File: config.mk
export PLATFORM = sky130hd
export DESIGN_NAME = pmcr_regs
export DESIGN_NICKNAME = d
export VERILOG_FILES = /design/src/pmcr_pkg.sv /design/src/pmcr_regs.sv
export VERILOG_INCLUDE_DIRS = /design/src
export SDC_FILE = /design/constraint.sdc
export NUM_CORES = 1
export LEC_CHECK = 0
export ABC_AREA = 1
export BUFFER_PORTS_ARGS = -buffer_cell sky130_fd_sc_hd__buf_2
export CAP_MARGIN = 5
export CORE_ASPECT_RATIO = 0.9
export CORE_MARGIN = 5
export CORE_UTILIZATION = 45
export DETAILED_ROUTE_END_ITERATION = 8
export GPL_ROUTABILITY_DRIVEN = 0
export PLACE_DENSITY = 0.74
export SLEW_MARGIN = 40
export SYNTH_ARGS = -nofsm -noshare
export SYNTH_HDL_FRONTEND = slang
export SYNTH_SLANG_ARGS = --single-unit
export TNS_END_PERCENT = 20
File: constraint.sdc
create_clock -name CLK -period 1.2 [get_ports CLK]
set_input_delay 0.18 -clock CLK [delete_from_list [all_inputs] [get_ports CLK]]
set_output_delay 0.18 -clock CLK [all_outputs]
set_load 0.02 [all_outputs]
File: src/pmcr_consts.svh
/*
 * offsets, field positions, reset values and identification codes of the
 * configuration and status register bank.
 * assumes it is included by its bare name wherever these constants are used.
 */
`ifndef PMCR_CONSTS_SVH
`define PMCR_CONSTS_SVH

// register offsets within the i/o register space
`define PMCR_OFF_IN_CELL_A     8'h0a
`define PMCR_OFF_IN_CELL_B     8'h0b
`define PMCR_OFF_IN_CELL_D     8'h1a
`define PMCR_OFF_OUT_CELL_A    8'h20
`define PMCR_OFF_OUT_CELL_B    8'h21
`define PMCR_OFF_MASK_A        8'h22
`define PMCR_OFF_MASK_B        8'h23
`define PMCR_OFF_POWER_0       8'hb0
`define PMCR_OFF_POWER_2       8'hb4
`define PMCR_OFF_PRIM_PROT     8'hc0
`define PMCR_OFF_BOOT_PROT     8'hc2
`define PMCR_OFF_TEST_EN       8'hc7
`define PMCR_OFF_PAGE          8'he0
`define PMCR_OFF_SPACE_MAP     8'he2
`define PMCR_OFF_MEM_ID0       8'hf0
`define PMCR_OFF_MEM_ID1       8'hf1

// power mode control 0 fields
`define PMCR_P0_AUTO_PD        1
`define PMCR_P0_FAST_OFF       3
`define PMCR_P0_ARRAY_CLK      4
`define PMCR_P0_CELL_CLK       5
`define PMCR_P0_USED_MASK      8'h3a

// power mode control 2 fields
`define PMCR_P2_ADDR           0
`define PMCR_P2_CTRL0          2
`define PMCR_P2_CTRL1          3
`define PMCR_P2_CTRL2          4
`define PMCR_P2_ALE            5
`define PMCR_P2_HIGH_WR        6
`define PMCR_P2_USED_MASK      8'h7d

// memory space map fields
`define PMCR_MAP_SRAM_CODE     0
`define PMCR_MAP_SEC_CODE      1
`define PMCR_MAP_PRIM_CODE     2
`define PMCR_MAP_SEC_DATA      3
`define PMCR_MAP_PRIM_DATA     4
`define PMCR_MAP_PERIPH        7
`define PMCR_MAP_USED_MASK     8'h9f

// boot protection fields
`define PMCR_BOOT_SEC_BIT      7

// test port enable field
`define PMCR_TEST_EN_BIT       0

// reset values
`define PMCR_RST_BYTE          8'h00
`define PMCR_RST_PAGE          8'h00

// identification codes
`define PMCR_PRIM_4MBIT        4'h4
`define PMCR_PRIM_8MBIT        4'h5
`define PMCR_SRAM_NONE         4'h0
`define PMCR_SRAM_16KBIT       4'h1
`define PMCR_SRAM_64KBIT       4'h3
`define PMCR_SEC_NONE          4'h0
`define PMCR_SEC_256KBIT       4'h2
`define PMCR_SEC_IS_FLASH      2'h0
`define PMCR_SEC_IS_EEPROM     2'h1

`endif

File: src/pmcr_pkg.sv
/*
 * types shared by the configuration and status register bank.
 * assumes nothing of its surroundings.
 */
package pmcr_pkg;
	typedef logic [7:0] pmcr_byte_t;
	typedef logic [3:0] pmcr_size_code_t;
	typedef logic [1:0] pmcr_type_code_t;
endpackage

File: src/pmcr_regs.sv
/*
 * configuration and status register bank: macrocell read-back and load,
 * flash protection status, test port enable, page register, power
 * management gating and memory space map with identification registers.
 * assumes a synchronous single-cycle register strobe from the mcu bus
 * decoder and that all inputs are synchronous to CLK.
 */
`timescale 1ns/1ps
`include "pmcr_consts.svh"

module pmcr_regs
	import pmcr_pkg::*;
#(
	parameter pmcr_size_code_t PRIM_SIZE = `PMCR_PRIM_4MBIT,
	parameter pmcr_size_code_t SRAM_SIZE = `PMCR_SRAM_64KBIT,
	parameter pmcr_size_code_t SEC_SIZE  = `PMCR_SEC_256KBIT,
	parameter pmcr_type_code_t SEC_TYPE  = `PMCR_SEC_IS_FLASH
) (
	input  wire logic       CLK,
	input  wire logic       RST_N,
	input  wire logic       POWER_ON_RST_N,
	input  wire logic       REG_SEL,
	input  wire logic       REG_WR,
	input  wire logic       REG_RD,
	input  wire logic [7:0] REG_ADDR,
	input  wire logic [7:0] REG_WDATA,
	output logic      [7:0] REG_RDATA,
	input  wire logic [7:0] INPUT_CELL_BITS,
	input  wire logic [7:0] PRIM_SECTOR_PROT,
	input  wire logic [3:0] SEC_SECTOR_PROT,
	input  wire logic       SECURITY_SET,
	input  wire logic [4:1] CFG_SPACE_MAP,
	input  wire logic       MODE_8051,
	input  wire logic       MODE_ALT_BUS,
	input  wire logic       LOGIC_CLOCK_INPUT,
	input  wire logic [7:0] ADDR_LOW,
	input  wire logic [3:0] PORT_F_LOW,
	input  wire logic [7:4] BUS_HIGH,
	input  wire logic       CONTROL_INPUT_ZERO,
	input  wire logic       CONTROL_INPUT_ONE,
	input  wire logic       CONTROL_INPUT_TWO,
	input  wire logic       ALE_INPUT,
	input  wire logic       HIGH_WRITE_BYTE_ENABLE,
	output logic      [7:0] OUTPUT_CELL_GROUP_A_BITS,
	output logic      [7:0] OUTPUT_CELL_GROUP_B_BITS,
	output logic      [7:0] PAGE_BITS,
	output logic            TEST_PORT_ENABLED,
	output logic            AUTO_POWER_DOWN,
	output logic            ARRAY_FAST_MODE,
	output logic            ARRAY_CLOCK,
	output logic            ARRAY_WAKE,
	output logic            CELL_CLOCK,
	output logic      [7:0] ARRAY_ADDR,
	output logic            ARRAY_CONTROL_ZERO,
	output logic            ARRAY_CONTROL_ONE,
	output logic            ARRAY_CONTROL_TWO,
	output logic            ARRAY_ALE,
	output logic            ARRAY_HIGH_WRITE,
	output logic            SRAM_IN_PROGRAM_SPACE,
	output logic            SECONDARY_IN_PROGRAM_SPACE,
	output logic            PRIMARY_IN_PROGRAM_SPACE,
	output logic            SECONDARY_IN_DATA_SPACE,
	output logic            PRIMARY_IN_DATA_SPACE,
	output logic            PORT_F_PERIPHERAL_MODE
);

	pmcr_byte_t cell_a_reg;
	pmcr_byte_t cell_b_reg;
	pmcr_byte_t mask_a_reg;
	pmcr_byte_t mask_b_reg;
	pmcr_byte_t page_reg;
	pmcr_byte_t power_0_reg;
	pmcr_byte_t power_2_reg;
	pmcr_byte_t space_map_reg;
	logic       test_en_reg;
	logic       map_load_reg;
	logic       clk_in_reg;
	logic       clk_in_seen_reg;
	logic       wake_reg;
	pmcr_byte_t rdata_reg;
	pmcr_byte_t rdata_next;
	logic       wr_hit;
	logic       rd_hit;

	assign wr_hit = REG_SEL & REG_WR;
	assign rd_hit = REG_SEL & REG_RD;

	// output macrocells, masked bits keep their value
	always_ff @(posedge CLK or negedge RST_N) begin
		if (!RST_N) begin
			cell_a_reg <= `PMCR_RST_BYTE;
			cell_b_reg <= `PMCR_RST_BYTE;
		end else if (wr_hit) begin
			if (REG_ADDR == `PMCR_OFF_OUT_CELL_A) begin
				cell_a_reg <= (REG_WDATA & ~mask_a_reg) | (cell_a_reg & mask_a_reg);
			end
			if (REG_ADDR == `PMCR_OFF_OUT_CELL_B) begin
				cell_b_reg <= (REG_WDATA & ~mask_b_reg) | (cell_b_reg & mask_b_reg);
			end
		end
	end

	// write masks
	always_ff @(posedge CLK or negedge RST_N) begin
		if (!RST_N) begin
			mask_a_reg <= `PMCR_RST_BYTE;
			mask_b_reg <= `PMCR_RST_BYTE;
		end else if (wr_hit) begin
			if (REG_ADDR == `PMCR_OFF_MASK_A) begin
				mask_a_reg <= REG_WDATA;
			end
			if (REG_ADDR == `PMCR_OFF_MASK_B) begin
				mask_b_reg <= REG_WDATA;
			end
		end
	end

	// page and test port enable
	always_ff @(posedge CLK or negedge RST_N) begin
		if (!RST_N) begin
			page_reg    <= `PMCR_RST_PAGE;
			test_en_reg <= 1'b0;
		end else if (wr_hit) begin
			if (REG_ADDR == `PMCR_OFF_PAGE) begin
				page_reg <= REG_WDATA;
			end
			if (REG_ADDR == `PMCR_OFF_TEST_EN) begin
				test_en_reg <= REG_WDATA[`PMCR_TEST_EN_BIT];
			end
		end
	end

	// power registers survive the ordinary reset
	always_ff @(posedge CLK or negedge POWER_ON_RST_N) begin
		if (!POWER_ON_RST_N) begin
			power_0_reg <= `PMCR_RST_BYTE;
			power_2_reg <= `PMCR_RST_BYTE;
		end else if (wr_hit) begin
			if (REG_ADDR == `PMCR_OFF_POWER_0) begin
				power_0_reg <= REG_WDATA & `PMCR_P0_USED_MASK;
			end
			if (REG_ADDR == `PMCR_OFF_POWER_2) begin
				power_2_reg <= REG_WDATA & `PMCR_P2_USED_MASK;
			end
		end
	end

	// space map: cleared by reset, configuration caught after release
	always_ff @(posedge CLK or negedge RST_N) begin
		if (!RST_N) begin
			space_map_reg <= `PMCR_RST_BYTE;
			map_load_reg  <= 1'b1;
		end else if (map_load_reg) begin
			space_map_reg[4:1] <= CFG_SPACE_MAP;
			map_load_reg       <= 1'b0;
		end else if (wr_hit && REG_ADDR == `PMCR_OFF_SPACE_MAP) begin
			space_map_reg <= REG_WDATA & `PMCR_MAP_USED_MASK;
		end
	end

	// clock input change detect for array wake, no false edge after reset
	always_ff @(posedge CLK or negedge RST_N) begin
		if (!RST_N) begin
			clk_in_reg      <= 1'b0;
			clk_in_seen_reg <= 1'b0;
			wake_reg        <= 1'b0;
		end else begin
			clk_in_reg      <= LOGIC_CLOCK_INPUT;
			clk_in_seen_reg <= 1'b1;
			wake_reg        <= (LOGIC_CLOCK_INPUT ^ clk_in_reg)
				& clk_in_seen_reg
				& ~power_0_reg[`PMCR_P0_ARRAY_CLK]
				& power_0_reg[`PMCR_P0_FAST_OFF];
		end
	end

	// read mux, unmapped and unused bits read zero
	always_comb begin
		rdata_next = 8'h00;
		unique case (REG_ADDR)
			`PMCR_OFF_IN_CELL_A, `PMCR_OFF_IN_CELL_B, `PMCR_OFF_IN_CELL_D: begin
				rdata_next = INPUT_CELL_BITS;
			end
			`PMCR_OFF_OUT_CELL_A: begin
				rdata_next = cell_a_reg;
			end
			`PMCR_OFF_OUT_CELL_B: begin
				rdata_next = cell_b_reg;
			end
			`PMCR_OFF_MASK_A: begin
				rdata_next = mask_a_reg;
			end
			`PMCR_OFF_MASK_B: begin
				rdata_next = mask_b_reg;
			end
			`PMCR_OFF_PRIM_PROT: begin
				rdata_next = PRIM_SECTOR_PROT;
			end
			`PMCR_OFF_BOOT_PROT: begin
				rdata_next = {SECURITY_SET, 3'h0, SEC_SECTOR_PROT};
			end
			`PMCR_OFF_TEST_EN: begin
				rdata_next = {7'h00, test_en_reg};
			end
			`PMCR_OFF_PAGE: begin
				rdata_next = page_reg;
			end
			`PMCR_OFF_POWER_0: begin
				rdata_next = power_0_reg;
			end
			`PMCR_OFF_POWER_2: begin
				rdata_next = power_2_reg;
			end
			`PMCR_OFF_SPACE_MAP: begin
				rdata_next = space_map_reg;
			end
			`PMCR_OFF_MEM_ID0: begin
				rdata_next = {SRAM_SIZE, PRIM_SIZE};
			end
			`PMCR_OFF_MEM_ID1: begin
				rdata_next = {2'h0, SEC_TYPE, SEC_SIZE};
			end
			default: begin
				rdata_next = 8'h00;
			end
		endcase
	end

	always_ff @(posedge CLK or negedge RST_N) begin
		if (!RST_N) begin
			rdata_reg <= 8'h00;
		end else if (rd_hit) begin
			rdata_reg <= rdata_next;
		end
	end

	assign REG_RDATA                = rdata_reg;
	assign OUTPUT_CELL_GROUP_A_BITS = cell_a_reg;
	assign OUTPUT_CELL_GROUP_B_BITS = cell_b_reg;
	assign PAGE_BITS                = page_reg;
	assign TEST_PORT_ENABLED        = test_en_reg;

	// power management gating
	assign AUTO_POWER_DOWN = power_0_reg[`PMCR_P0_AUTO_PD];
	assign ARRAY_FAST_MODE = ~power_0_reg[`PMCR_P0_FAST_OFF];
	assign ARRAY_CLOCK     = LOGIC_CLOCK_INPUT & ~power_0_reg[`PMCR_P0_ARRAY_CLK];
	assign ARRAY_WAKE      = wake_reg;
	assign CELL_CLOCK      = LOGIC_CLOCK_INPUT & ~power_0_reg[`PMCR_P0_CELL_CLK];
	assign ARRAY_ADDR      = power_2_reg[`PMCR_P2_ADDR] ? 8'h00 :
		(MODE_ALT_BUS ? {BUS_HIGH, PORT_F_LOW} : ADDR_LOW);
	assign ARRAY_CONTROL_ZERO = CONTROL_INPUT_ZERO & ~power_2_reg[`PMCR_P2_CTRL0];
	assign ARRAY_CONTROL_ONE  = CONTROL_INPUT_ONE & ~power_2_reg[`PMCR_P2_CTRL1];
	assign ARRAY_CONTROL_TWO  = CONTROL_INPUT_TWO & ~power_2_reg[`PMCR_P2_CTRL2];
	assign ARRAY_ALE          = ALE_INPUT & ~power_2_reg[`PMCR_P2_ALE];
	assign ARRAY_HIGH_WRITE   = HIGH_WRITE_BYTE_ENABLE & ~power_2_reg[`PMCR_P2_HIGH_WR];

	// memory space map, bits 0-4 only in 8051-family mode
	assign SRAM_IN_PROGRAM_SPACE      = MODE_8051 & space_map_reg[`PMCR_MAP_SRAM_CODE];
	assign SECONDARY_IN_PROGRAM_SPACE = MODE_8051 & space_map_reg[`PMCR_MAP_SEC_CODE];
	assign PRIMARY_IN_PROGRAM_SPACE   = MODE_8051 & space_map_reg[`PMCR_MAP_PRIM_CODE];
	assign SECONDARY_IN_DATA_SPACE    = MODE_8051 & space_map_reg[`PMCR_MAP_SEC_DATA];
	assign PRIMARY_IN_DATA_SPACE      = MODE_8051 & space_map_reg[`PMCR_MAP_PRIM_DATA];
	assign PORT_F_PERIPHERAL_MODE     = space_map_reg[`PMCR_MAP_PERIPH];

endmodule

# Word level (Yosys, flattened, before mapping)
# Index checks and enable logic that the tools add are counted.
# word_totals
latch_bits	0
input_bits	71
memories	0
ram_bits	0
mem_bits_ro	0
reg_bits	69
# classes
div_mod_pow	0
order_cmp	0
n_reduce_logical	12
n_bitwise	35
n_shift	0
add_sub_neg	0
n_eq_ne	16
mul	0
muxes	5
# op_table
operator	n
one-hot mux 8 bit (14 select lines)	1
== test 8 bit (second input constant)	9
AND 8 bit	4
== test 8 x 6 -> 1 bit (second input constant)	4
AND reduction 2 bit	9
AND 1 bit	17
== test 8 x 4 -> 1 bit (second input constant)	2
2-to-1 mux 8 bit	2
NOT 8 bit	2
OR 8 bit	2
NOT 1 bit	9
== test 8 x 5 -> 1 bit (second input constant)	1
2-to-1 mux 5 bit	1
2-to-1 mux 4 bit	1
OR reduction 3 bit	1
nonzero test 2 bit	1
logical AND 1 bit	1
XOR 1 bit	1

# Longest topological paths before layout
# Gate-level depths: netlist of the first run.
# depth
depth_word	4
mapped_depth	11

# Least setup slack after synthesis of the first run
# Ideal clock, no wire load.
# synth_timing
path_type	input to register
from	input port REG_ADDR[2]
to	register rdata_reg[2] (netlist: REG_RDATA[2])
setup_ps	117
t_arrival_ps	1003
n_path_buf	2
slack_ps	80
path_stages	11
cell_sequence	inv_2 -> nand2_4 -> nor2_2 -> buf_6 -> buf_4 -> nand3_1 -> nand2_1 -> nor2_1 -> nand3_1 -> nand2_1 -> nand2_1
# synth_via
elab_chain_len	3
word_cells_on_any_way	18
# synth_rtl
element	line	source
start, declared	pmcr_regs.sv:25	input wire logic [7:0] REG_ADDR,
== test 8 x 4 -> 1 bit / == test 8 x 5 -> 1 bit (equally long branches)	pmcr_regs.sv:180	unique case (REG_ADDR)
OR reduction 3 bit	pmcr_regs.sv:180	
one-hot mux 8 bit (14 select lines) (*)	pmcr_regs.sv:180	
end signal, assigned	pmcr_regs.sv:233	rdata_reg <= rdata_next;
end, declared	pmcr_regs.sv:80	pmcr_byte_t rdata_reg;
# Every way passes the cells marked *; elsewhere a longest branch is shown, timed or not.
# A chain may end at the register's enable or synchronous reset.

# Worst setup path in the final report of the first run
# layout_timing
from	register power_2_reg[0]
to	output port ARRAY_ADDR[0]
# layout_via
elab_chain_len	1
# layout_rtl
element	line	source
start, declared	pmcr_regs.sv:73	pmcr_byte_t power_2_reg;
start signal, assigned	pmcr_regs.sv:137	power_2_reg <= `PMCR_RST_BYTE;
start signal, assigned	pmcr_regs.sv:143	power_2_reg <= REG_WDATA & `PMCR_P2_USED_MASK;
2-to-1 mux 8 bit	pmcr_regs.sv:249	assign ARRAY_ADDR = power_2_reg[`PMCR_P2_ADDR] ? 8'h00 :
end, declared	pmcr_regs.sv:53	output logic [7:0] ARRAY_ADDR,
# No other way between the ends.

==> results of run 1 <==
## metal layers
| layer | track usage, % | vias to the layer above |
|---|---|---|
| met2 | 40.48 | 196 |
| met1 | 31.14 | 1989 |
| met5 | 0 | - |
| li1 | - | 2068 |
| met4 | 9.320 | 0 |
| met3 | 5.174 | 24 |
## cell type report
type                            count  area [sq um]  area share, %
Timing Repair Buffer              172          1089          20.64
Sequential cell                    69          1728          32.76
Tap cell                          119         148.9          2.823
Multi-Input combinational cell    395          1863          35.32
Inverter                           66         247.7          4.696
Timing Repair inverter              1         7.507         0.1423
Clock buffer                       10         127.6          2.419
Clock inverter                      6         63.81          1.210
## what timing repair did
item                                    4_1_cts  5_1_grt
endpoints found under the setup margin       17       32
hold buffers                                  3        0
hold endpoints to repair                     23        0
cloned                                        1        0
setup buffers                                 1        0
gates resized for setup                      23       15
pin swaps                                     5        5
## layout by cell type, fill, tap and decap left out, drive strengths merged, types with 2 or more instances in the layout
cell type      n
clkbuf        10
dlygate4sd3    3
o21ai         50
nor2          68
conb           2
clkinv         3
o21a          12
nor3           5
inv           66
buf          169
o211ai         4
nand3         80
dfrtp         68
nand2        172
clkinvlp       3
## metrics by stage
stage	setup WS, ns	power (uW)	util [%]
after floorplan	0.08033	2847	-
after global placement	-0.2735	3223	57.83
after detailed placement	-0.2905	3241	57.83
after CTS	-0.2089	5123	61.03
after global routing	-0.2979	5320	61.57
final	-0.2406	5119	61.57
## worst max-delay path, stage by stage, from the launching register on
cell	delay (ns)
dfrtp_1	0.43
inv_2	0.12
o21ai_2	0.06
nor2_1	0.14
buf_4	0.16
## where the power goes
| group | internal (uW) | leakage [uW] | switching (uW) |
|---|---|---|---|
| clock | 956 | 0.0000923 | 921 |
| combinational | 300 | 0.00189 | 458 |
| sequential | 2410 | 0.000909 | 76.4 |
| total | 3660 | 0.00289 | 1450 |
## worst paths after layout
kind                           startpoint               end  slack (ns)  cells past startpoint
max                        power_2_reg[0]     ARRAY_ADDR[0]       -0.24                      4
min                          REG_WDATA[7]  space_map_reg[7]        0.05                      3
max reg2reg                power_2_reg[0]      REG_RDATA[0]        0.10                      7
min reg2reg                  REG_RDATA[0]      REG_RDATA[0]        0.48                      2
max in group asynchronous           RST_N     mask_b_reg[4]        0.38                      3
min in group asynchronous  POWER_ON_RST_N    power_2_reg[3]        0.22                      2
## kinds of logic after synthesis
group | after synthesis
AOI/OAI and AO/OA | 66
and+or+nand+nor | 326
buffers and inverters | 81
xor gates and xnor gates | 1
other | 2
DFF | 69
==> metrics.cfg, run 1 <==
[timing]
report.final.setup_viol=9
timing.final.ws_setup_ns=-0.2406
hold_slack_ns=0.05342
hold_viol=0
finClkSkew_ns=0.009289
fin_crit_ns=1.441
setup_tns_ns=-1.627
clock.fmax_ghz=0.6942
fin_crit_sh_pct=120.0
final_max_slew_viol_count=0
rsz0062_at_grt=true

[yosys]
yosys_warnings=0
synth-xor-area-share_pct=0.2224
synth_commonest_cells=nand2_1 (165), nand3_1 (79), dfrtp_1 (68)
seq_area_frac_synth_pct=43.87
synthArstFlopShare_pct=100.0
yosysTopAreaCell=dfrtp_1
synth_top_family_by_area=simple AND/OR/NAND/NOR gates
synth_edf_count=0
synth-seq-cells=69
synth_cell_types=23
synth_cells=545
yosysMostFrequentCell=nand2_1
avgSynthCellArea_sq_um=7.227
synth.top_cell.area_share_pct=43.20
syn_nets=616
synth_compound_area_share_pct=9.403
synth_adder_area_share_pct=0
syn-cell-area_sq_mm=0.003939
synthSimpleGateAreaFrac_pct=36.82
synthTopCellsByArea=dfrtp_1 (43%), nand2_1 (16%), nand3_1 (10%)
synth_mux_area_share_pct=0
synthFlopType=dfrtp_1

[routing]
via_per_inst=5.104
firstDrtPassIters=5
met3_length_um=1146
met2WireLength_um=6091
wl_met1_um=5355
final_antenna_net_count=0
routed_wl_um=12920
wire_per_inst_um=15.42
vias=4277
drcViolationCount=0
dr.max_layer_used=met4
drt-initial-drc-count=294

[final_layout]
final_area_sq_mm=0.005275
antennaDiodeCount=0
instances_no_fill=838
layout.nets=785
areaGrowthSynthToFinish_pct=33.93
drive_gt1_share_pct=30.32
fillCellCount=839

[hold_path]
hold_path.class=input pin to flop

[job]
drv_cap=0

[critical_path]
crit_fanout=5
worstPathArrival_ns=1.26
crit_path_start_kind=flop
end_kind=output pin
critPathRequiredTime_ns=1.02
crit_type=flop to output pin

[floorplanning]
die_x_um=108.6
num_rows=32
start_util_pct=45.97
chipHeight_um=98.76
coreArea_sq_mm=0.008568
ios=128
die_area_sq_mm=0.01073

[clock_tree]
cts_sinks=69
root_buffer=clkbuf_8
clkSlewWorstSetupHoldPaths_ns=0.08
cts_max_path_buffers=2
h-tree-depth=3
cts_tree=built
clk_latency_ns=0.35
numCtsBuffers=9

[status]
status=finished, violations left
violations=negative setup slack

[power]
peakVddDrop_uv=405.4
power-per-cell-area_mw_per_mm2=970.4
leakage_uw=0.002895

[global_routing]
gr-total-overflow=0
grt_max_degree=33
grt_pass1_vias=4205
antenna_found_initial=0
track_usage_pct=24.38
grt_pass1_wl_um=20330

[placement]
place_inst=817
place_area_sq_mm=0.004955
hpwl_um=9831
io_buffers=127

Note: power is estimated with default switching activity, not from simulation.
==> run 2, diff against run 1 <==
--- a/config.mk
+++ b/config.mk
@@ -9,12 +9,14 @@
 export ABC_AREA = 1
 export BUFFER_PORTS_ARGS = -buffer_cell sky130_fd_sc_hd__buf_2
 export CAP_MARGIN = 5
+export CELL_PAD_IN_SITES_DETAIL_PLACEMENT = 0
+export CELL_PAD_IN_SITES_GLOBAL_PLACEMENT = 1
 export CORE_ASPECT_RATIO = 0.9
 export CORE_MARGIN = 5
-export CORE_UTILIZATION = 45
+export CORE_UTILIZATION = 36
 export DETAILED_ROUTE_END_ITERATION = 8
 export GPL_ROUTABILITY_DRIVEN = 0
-export PLACE_DENSITY = 0.74
+export PLACE_DENSITY = 0.83
 export SLEW_MARGIN = 40
 export SYNTH_ARGS = -nofsm -noshare
 export SYNTH_HDL_FRONTEND = slang
==> run 2 against run 1 <==
The run still ends with negative setup slack left. Critical endpoint is now ARRAY_ADDR[7]. Die area up 22%. Wire length up 0.30%. First-iteration DRC count down 32%. Combinational power down 2%. Setup slack better by 0.044 ns. Largest power group unchanged.
==> metrics.cfg, run 2 (synthesized netlist as in run 1, its figures left out) <==
[timing]
finClkSkew_ns=0.005486  ; was 0.009289 ns
report.final.setup_viol=8  ; was 9
fin_crit_sh_pct=116.4  ; was 120.0%
hold_viol=0  ; unchanged
rsz0062_at_grt=true  ; unchanged
fin_crit_ns=1.397  ; was 1.441 ns
clock.fmax_ghz=0.7159  ; was 0.6942 GHz
timing.final.ws_setup_ns=-0.1969  ; was -0.2406 ns
final_max_slew_viol_count=0  ; unchanged

[placement]
place_area_sq_mm=0.004967  ; was 0.004955 sq mm
place_ws_ns=-0.2554  ; was -0.2905 ns
place_inst=827  ; was 817
io_buffers=127  ; unchanged
hpwl_um=9991  ; was 9831 um

[critical_path]
crit_fanout=4  ; was 5
cp_num_cells=4  ; unchanged
path_buf_inv=2  ; unchanged
reg2reg_depth=6  ; was 7
end_kind=output pin  ; unchanged
crit_path_top_delay_cell=dfrtp_2  ; was dfrtp_1
worstPathArrival_ns=1.22  ; was 1.26 ns
crit_path_start_kind=flop  ; unchanged
cpLargestDelayFamily=flip-flops  ; unchanged
max_stage_delay_ns=0.45  ; was 0.43 ns
crit_type=flop to output pin  ; unchanged
r2r_slack_ns=0.12  ; was 0.10 ns
cp_cell_sequence=clkinvlp_4 -> o21ai_0 -> nor2_1 -> buf_4  ; was inv_2 -> o21ai_2 -> nor2_1 -> buf_4
critPathRequiredTime_ns=1.02  ; about the same

[floorplanning]
start_util_pct=36.59  ; was 45.97%
num_rows=36  ; was 32
die_area_sq_mm=0.01314  ; was 0.01073 sq mm
coreArea_sq_mm=0.01077  ; was 0.008568 sq mm
ios=128  ; unchanged
chipHeight_um=109.2  ; was 98.76 um
die_x_um=120.3  ; was 108.6 um

[global_routing]
antenna_found_initial=0  ; unchanged
grt_pass1_wl_um=20780  ; was 20330 um
gr-total-overflow=0  ; unchanged
track_usage_pct=20.45  ; was 24.38%
grt_pass1_vias=4065  ; was 4205
grt_max_degree=60  ; was 33

[status]
violations=negative setup slack  ; unchanged
status=finished, violations left  ; unchanged

[clock_tree]
clk_latency_ns=0.34  ; was 0.35 ns
cts_tree=built  ; unchanged
cts_max_path_buffers=2  ; unchanged
numCtsBuffers=9  ; unchanged
clkSlewWorstSetupHoldPaths_ns=0.06  ; was 0.08 ns
cts_sinks=69  ; unchanged
root_buffer=clkbuf_16  ; was clkbuf_8
h-tree-depth=3  ; unchanged

[job]
drv_cap=0  ; unchanged

[routing]
routed_wl_um=12960  ; was 12920 um
via_per_inst=4.811  ; was 5.104
wire_per_inst_um=15.30  ; was 15.42 um
final_antenna_net_count=0  ; unchanged
vias=4075  ; was 4277
drt-initial-drc-count=201  ; was 294
firstDrtPassIters=5  ; unchanged
drcViolationCount=0  ; unchanged

[final_layout]
antennaDiodeCount=0  ; unchanged
fillCellCount=1097  ; was 839
drive_gt1_share_pct=29.27  ; was 30.32%
instances_no_fill=847  ; was 838
final_area_sq_mm=0.005331  ; was 0.005275 sq mm
layout.nets=780  ; was 785
layout_common_cells=nand2_1 (165), buf_2 (108), nand3_1 (79)  ; was nand2_1 (164), buf_2 (107), nand3_1 (78)
seq_area_sq_mm=0.001729  ; was 0.001728 sq mm
areaGrowthSynthToFinish_pct=35.36  ; was 33.93%
multi_input_area_sq_mm=0.001842  ; was 0.001863 sq mm
layout_commonest_cell=nand2_1  ; unchanged

[hold_path]
hold_path.class=input pin to flop  ; unchanged
hold_depth=3  ; unchanged

[power]
design_power_total_uw=5573  ; was 5119 uW
power-per-cell-area_mw_per_mm2=1045  ; was 970.4 mW/mm^2
leakage_uw=0.002890  ; was 0.002895 uW
peakVddDrop_uv=603.8  ; was 405.4 uV

## run 2: cell count changes in the layout (fill, tap and decap cells not counted), sizes merged
cell	previous run	this run
buf	169	164
bufinv	1	0
clkbuf	10	11
## run 2: cell type report
cell class	count	share of cell area (%)
timing repair buffer	167	20.14
clock inverter	5	0.5632
clock buffer	11	4.365
inverter	66	4.694
multi-input combinational	395	34.55
timing repair inverter	1	0.1408
tap	133	3.121
sequential	69	32.43
## run 2: metrics by stage
step	util [%]	hold slack, ns	TNS (ns)
after floorplan	-	-0.1156	0
after detailed placement	46.14	0.04981	-9.641
final	49.52	0.06413	-1.352
after CTS	49.16	0.05707	-1.470
after global routing	49.52	0.07987	-2.193
after global placement	46.14	0.04700	-7.919
## run 2: worst reg2reg max path: stages (launching register included)
cell and delay [ns]:
dfrtp_2 0.45, nand3_1 0.13, nand2_1 0.10, nor2_1 0.10, nand3_1 0.08, nand2_1 0.07
nand2_1 0.04
## run 2: report_power, final
part           leakage [uW]  switching [uW]  internal [uW]  total [uW]
Combinational       0.00186             447            294         740
Sequential         0.000908            74.8           2410        2490
Clock              0.000125             960           1390        2340
## run 2: worst paths after layout
kind,from,to
worst max-delay path,power_2_reg[0],ARRAY_ADDR[7]
worst max register to register,power_2_reg[0],REG_RDATA[0]
max in group asynchronous,RST_N,map_load_reg
worst min register to register,REG_RDATA[7],REG_RDATA[7]
min in group asynchronous,POWER_ON_RST_N,power_0_reg[3]
worst min-delay path,REG_WDATA[4],power_0_reg[4]
## run 2: routing by layer
metal	track usage (%)	routed length, um	vias up
met1	27.53	5891	1852
met5	0	0	-
met3	5.083	949	15
met2	32.57	5940	143
met4	6.634	176	0
li1	-	-	2065
## run 2: repair_timing
action / in CTS / in global routing
buffers inserted: 0 / 0
endpoints found under the setup margin: 14 / 28
endpoints found under the hold margin: 69 / 0
hold buffers: 3 / 0
pin swaps: 2 / 7
cloned: 0 / 1
gates resized for setup: 15 / 15
==> run 3, diff against run 2 <==
==> constraint.sdc (replaced) <==
create_clock -name CLK -period 1.3 [get_ports CLK]
set_input_delay 0.195 -clock CLK [delete_from_list [all_inputs] [get_ports CLK]]
set_output_delay 0.195 -clock CLK [all_outputs]
set_load 0.02 [all_outputs]
==> run 3 against run 2 <==
Critical path type unchanged. Global-route usage grew 0.57 points. Largest power group is now the clock network. Die area is the same. Largest cell class unchanged. Cell count grew 0.24%. Critical endpoint unchanged. The flow still finishes with violations (negative setup slack).
==> metrics.cfg, run 3 (synthesized netlist as in run 1, its figures left out) <==
[status]
status=finished, violations left  ; unchanged
violations=negative setup slack  ; unchanged

[critical_path]
worstPathArrival_ns=1.22  ; about the same
crit_path_start_kind=flop  ; unchanged
reg2reg_from=power_2_reg[0]  ; unchanged
startpoint=power_2_reg[0]  ; unchanged
crit_fanout=5  ; was 4
crit_type=flop to output pin  ; unchanged
end_kind=output pin  ; unchanged
critPathRequiredTime_ns=1.11  ; was 1.02 ns

[final_layout]
antennaDiodeCount=0  ; unchanged
layout_commonest_cell=nand2_1  ; unchanged
layout.nets=782  ; was 780
fillCellCount=1076  ; was 1097
drive_gt1_share_pct=30.03  ; was 29.27%
layout_common_cells=nand2_1 (165), buf_2 (118), nand3_1 (79)  ; was nand2_1 (165), buf_2 (108), nand3_1 (79)
areaGrowthSynthToFinish_pct=36.94  ; was 35.36%
fin_util_pct=50.10  ; was 49.52%

[floorplanning]
start_util_pct=36.59  ; unchanged
num_rows=36  ; unchanged
chipHeight_um=109.2  ; unchanged
ios=128  ; unchanged
die_area_sq_mm=0.01314  ; unchanged
die_x_um=120.3  ; unchanged
coreArea_sq_mm=0.01077  ; unchanged

[routing]
drcViolationCount=0  ; unchanged
wire_per_inst_um=15.67  ; was 15.30 um
final_antenna_net_count=0  ; unchanged
vias=4170  ; was 4075
drt-initial-drc-count=252  ; was 201
routed_wl_um=13300  ; was 12960 um
firstDrtPassIters=5  ; unchanged
via_per_inst=4.912  ; was 4.811

[clock_tree]
root_buffer=clkbuf_16  ; unchanged
numCtsBuffers=9  ; unchanged
clkSlewWorstSetupHoldPaths_ns=0.06  ; about the same
cts_max_path_buffers=2  ; unchanged
cts_sinks=69  ; unchanged
clk_latency_ns=0.34  ; about the same
h-tree-depth=3  ; unchanged
cts_tree=built  ; unchanged

[placement]
hpwl_um=10250  ; was 9991 um
io_buffers=127  ; unchanged
place_ws_ns=-0.1384  ; was -0.2554 ns

[timing]
fin_crit_sh_pct=109.2
report.final.setup_viol=8  ; unchanged
setup_tns_ns=-0.7274  ; was -1.352 ns
fin_crit_ns=1.420
hold_viol=0  ; unchanged
slew_headroom_pct=66.39
clock.fmax_ghz=0.7044
tightest_slew_ns=0.5041
rsz0062_at_grt=true  ; unchanged
timing.final.ws_setup_ns=-0.1197  ; was -0.1969 ns
finClkSkew_ns=0.005303  ; was 0.005486 ns
final_max_slew_viol_count=0  ; unchanged

[power]
peakVddDrop_uv=611.5  ; was 603.8 uV
leakage_uw=0.002925  ; was 0.002890 uW
power-per-cell-area_mw_per_mm2=1085  ; was 1045 mW/mm^2

[hold_path]
hold_path.startpoint=REG_WDATA[4]  ; unchanged
hold_path.class=input pin to flop  ; unchanged

[global_routing]
grt_pass1_wl_um=21300  ; was 20780 um
grt_max_degree=23  ; was 60
gr-total-overflow=0  ; unchanged
antenna_found_initial=0  ; unchanged
grt_pass1_vias=4078  ; was 4065
track_usage_pct=21.03  ; was 20.45%

[job]
drv_cap=0  ; unchanged

==> run 3: final timing paths <==
path,to,slack (ns),depth (start not counted)
worst min register to register,REG_RDATA[0],0.48,2
worst min-delay path,power_0_reg[4],0.09,3
worst max-delay path,ARRAY_ADDR[7],-0.12,4
min in group asynchronous,power_0_reg[3],0.24,2
max in group asynchronous,async pin,0.43,3
worst max register to register,REG_RDATA[0],0.13,7
==> run 3: routing by layer <==
layer  up-vias  wire (um)  GRT usage [%]
met1      1907       5961          28.83
met5         -          0              0
li1       2064          -              -
met4         0        260          7.201
met2       179       5975          33.33
met3        20       1103          4.357
==> run 3: area by class of cell <==
class | instances | area [sq um] | share of cell area [%]
Timing Repair inverter | 1 | 7.507 | 0.1392
Clock buffer | 9 | 225.2 | 4.175
Inverter | 66 | 250.2 | 4.639
Tap cell | 133 | 166.4 | 3.085
Timing Repair Buffer | 169 | 1044 | 19.35
Sequential cell | 69 | 1729 | 32.06
Multi-Input combinational cell | 395 | 1849 | 34.28
Clock inverter | 7 | 122.6 | 2.273
==> run 3: through the flow <==
stage	hold WS, ns	total power [uW]	std cells	cell area [sq um]
2_1_floorplan	-0.1006	2628	545	3939
3_3_place_gp	0.06330	2984	827	4955
3_5_place_dp	0.06400	2993	827	4955
4_1_cts	0.08015	5900	849	5383
5_1_grt	0.1013	6063	849	5394
6_report	0.08996	5852	849	5394
==> run 3: what timing repair did <==
action / CTS / global route
endpoints found under the setup margin: 8 / 9
hold buffers: 3 / 0
gates resized for setup: 15 / 8
setup buffers: 2 / 0
pin swaps: 2 / 5
endpoints found under the hold margin: 25 / 0
gates cloned: 1 / 0
==> run 3: where the power goes <==
part	switching [uW]	leakage (uW)	total, uW	internal [uW]
sequential	72.4	0.000908	2300	2230
combinational	417	0.00185	679	262
clock	991	0.000162	2870	1880
total	1480	0.00292	5850	4370
==> run 3: worst max-delay path, stage by stage (launching register included) <==
cell and delay [ns]:
dfrtp_2 0.45, inv_4 0.10, o21ai_2 0.06, nor2_1 0.13
buf_4 0.16
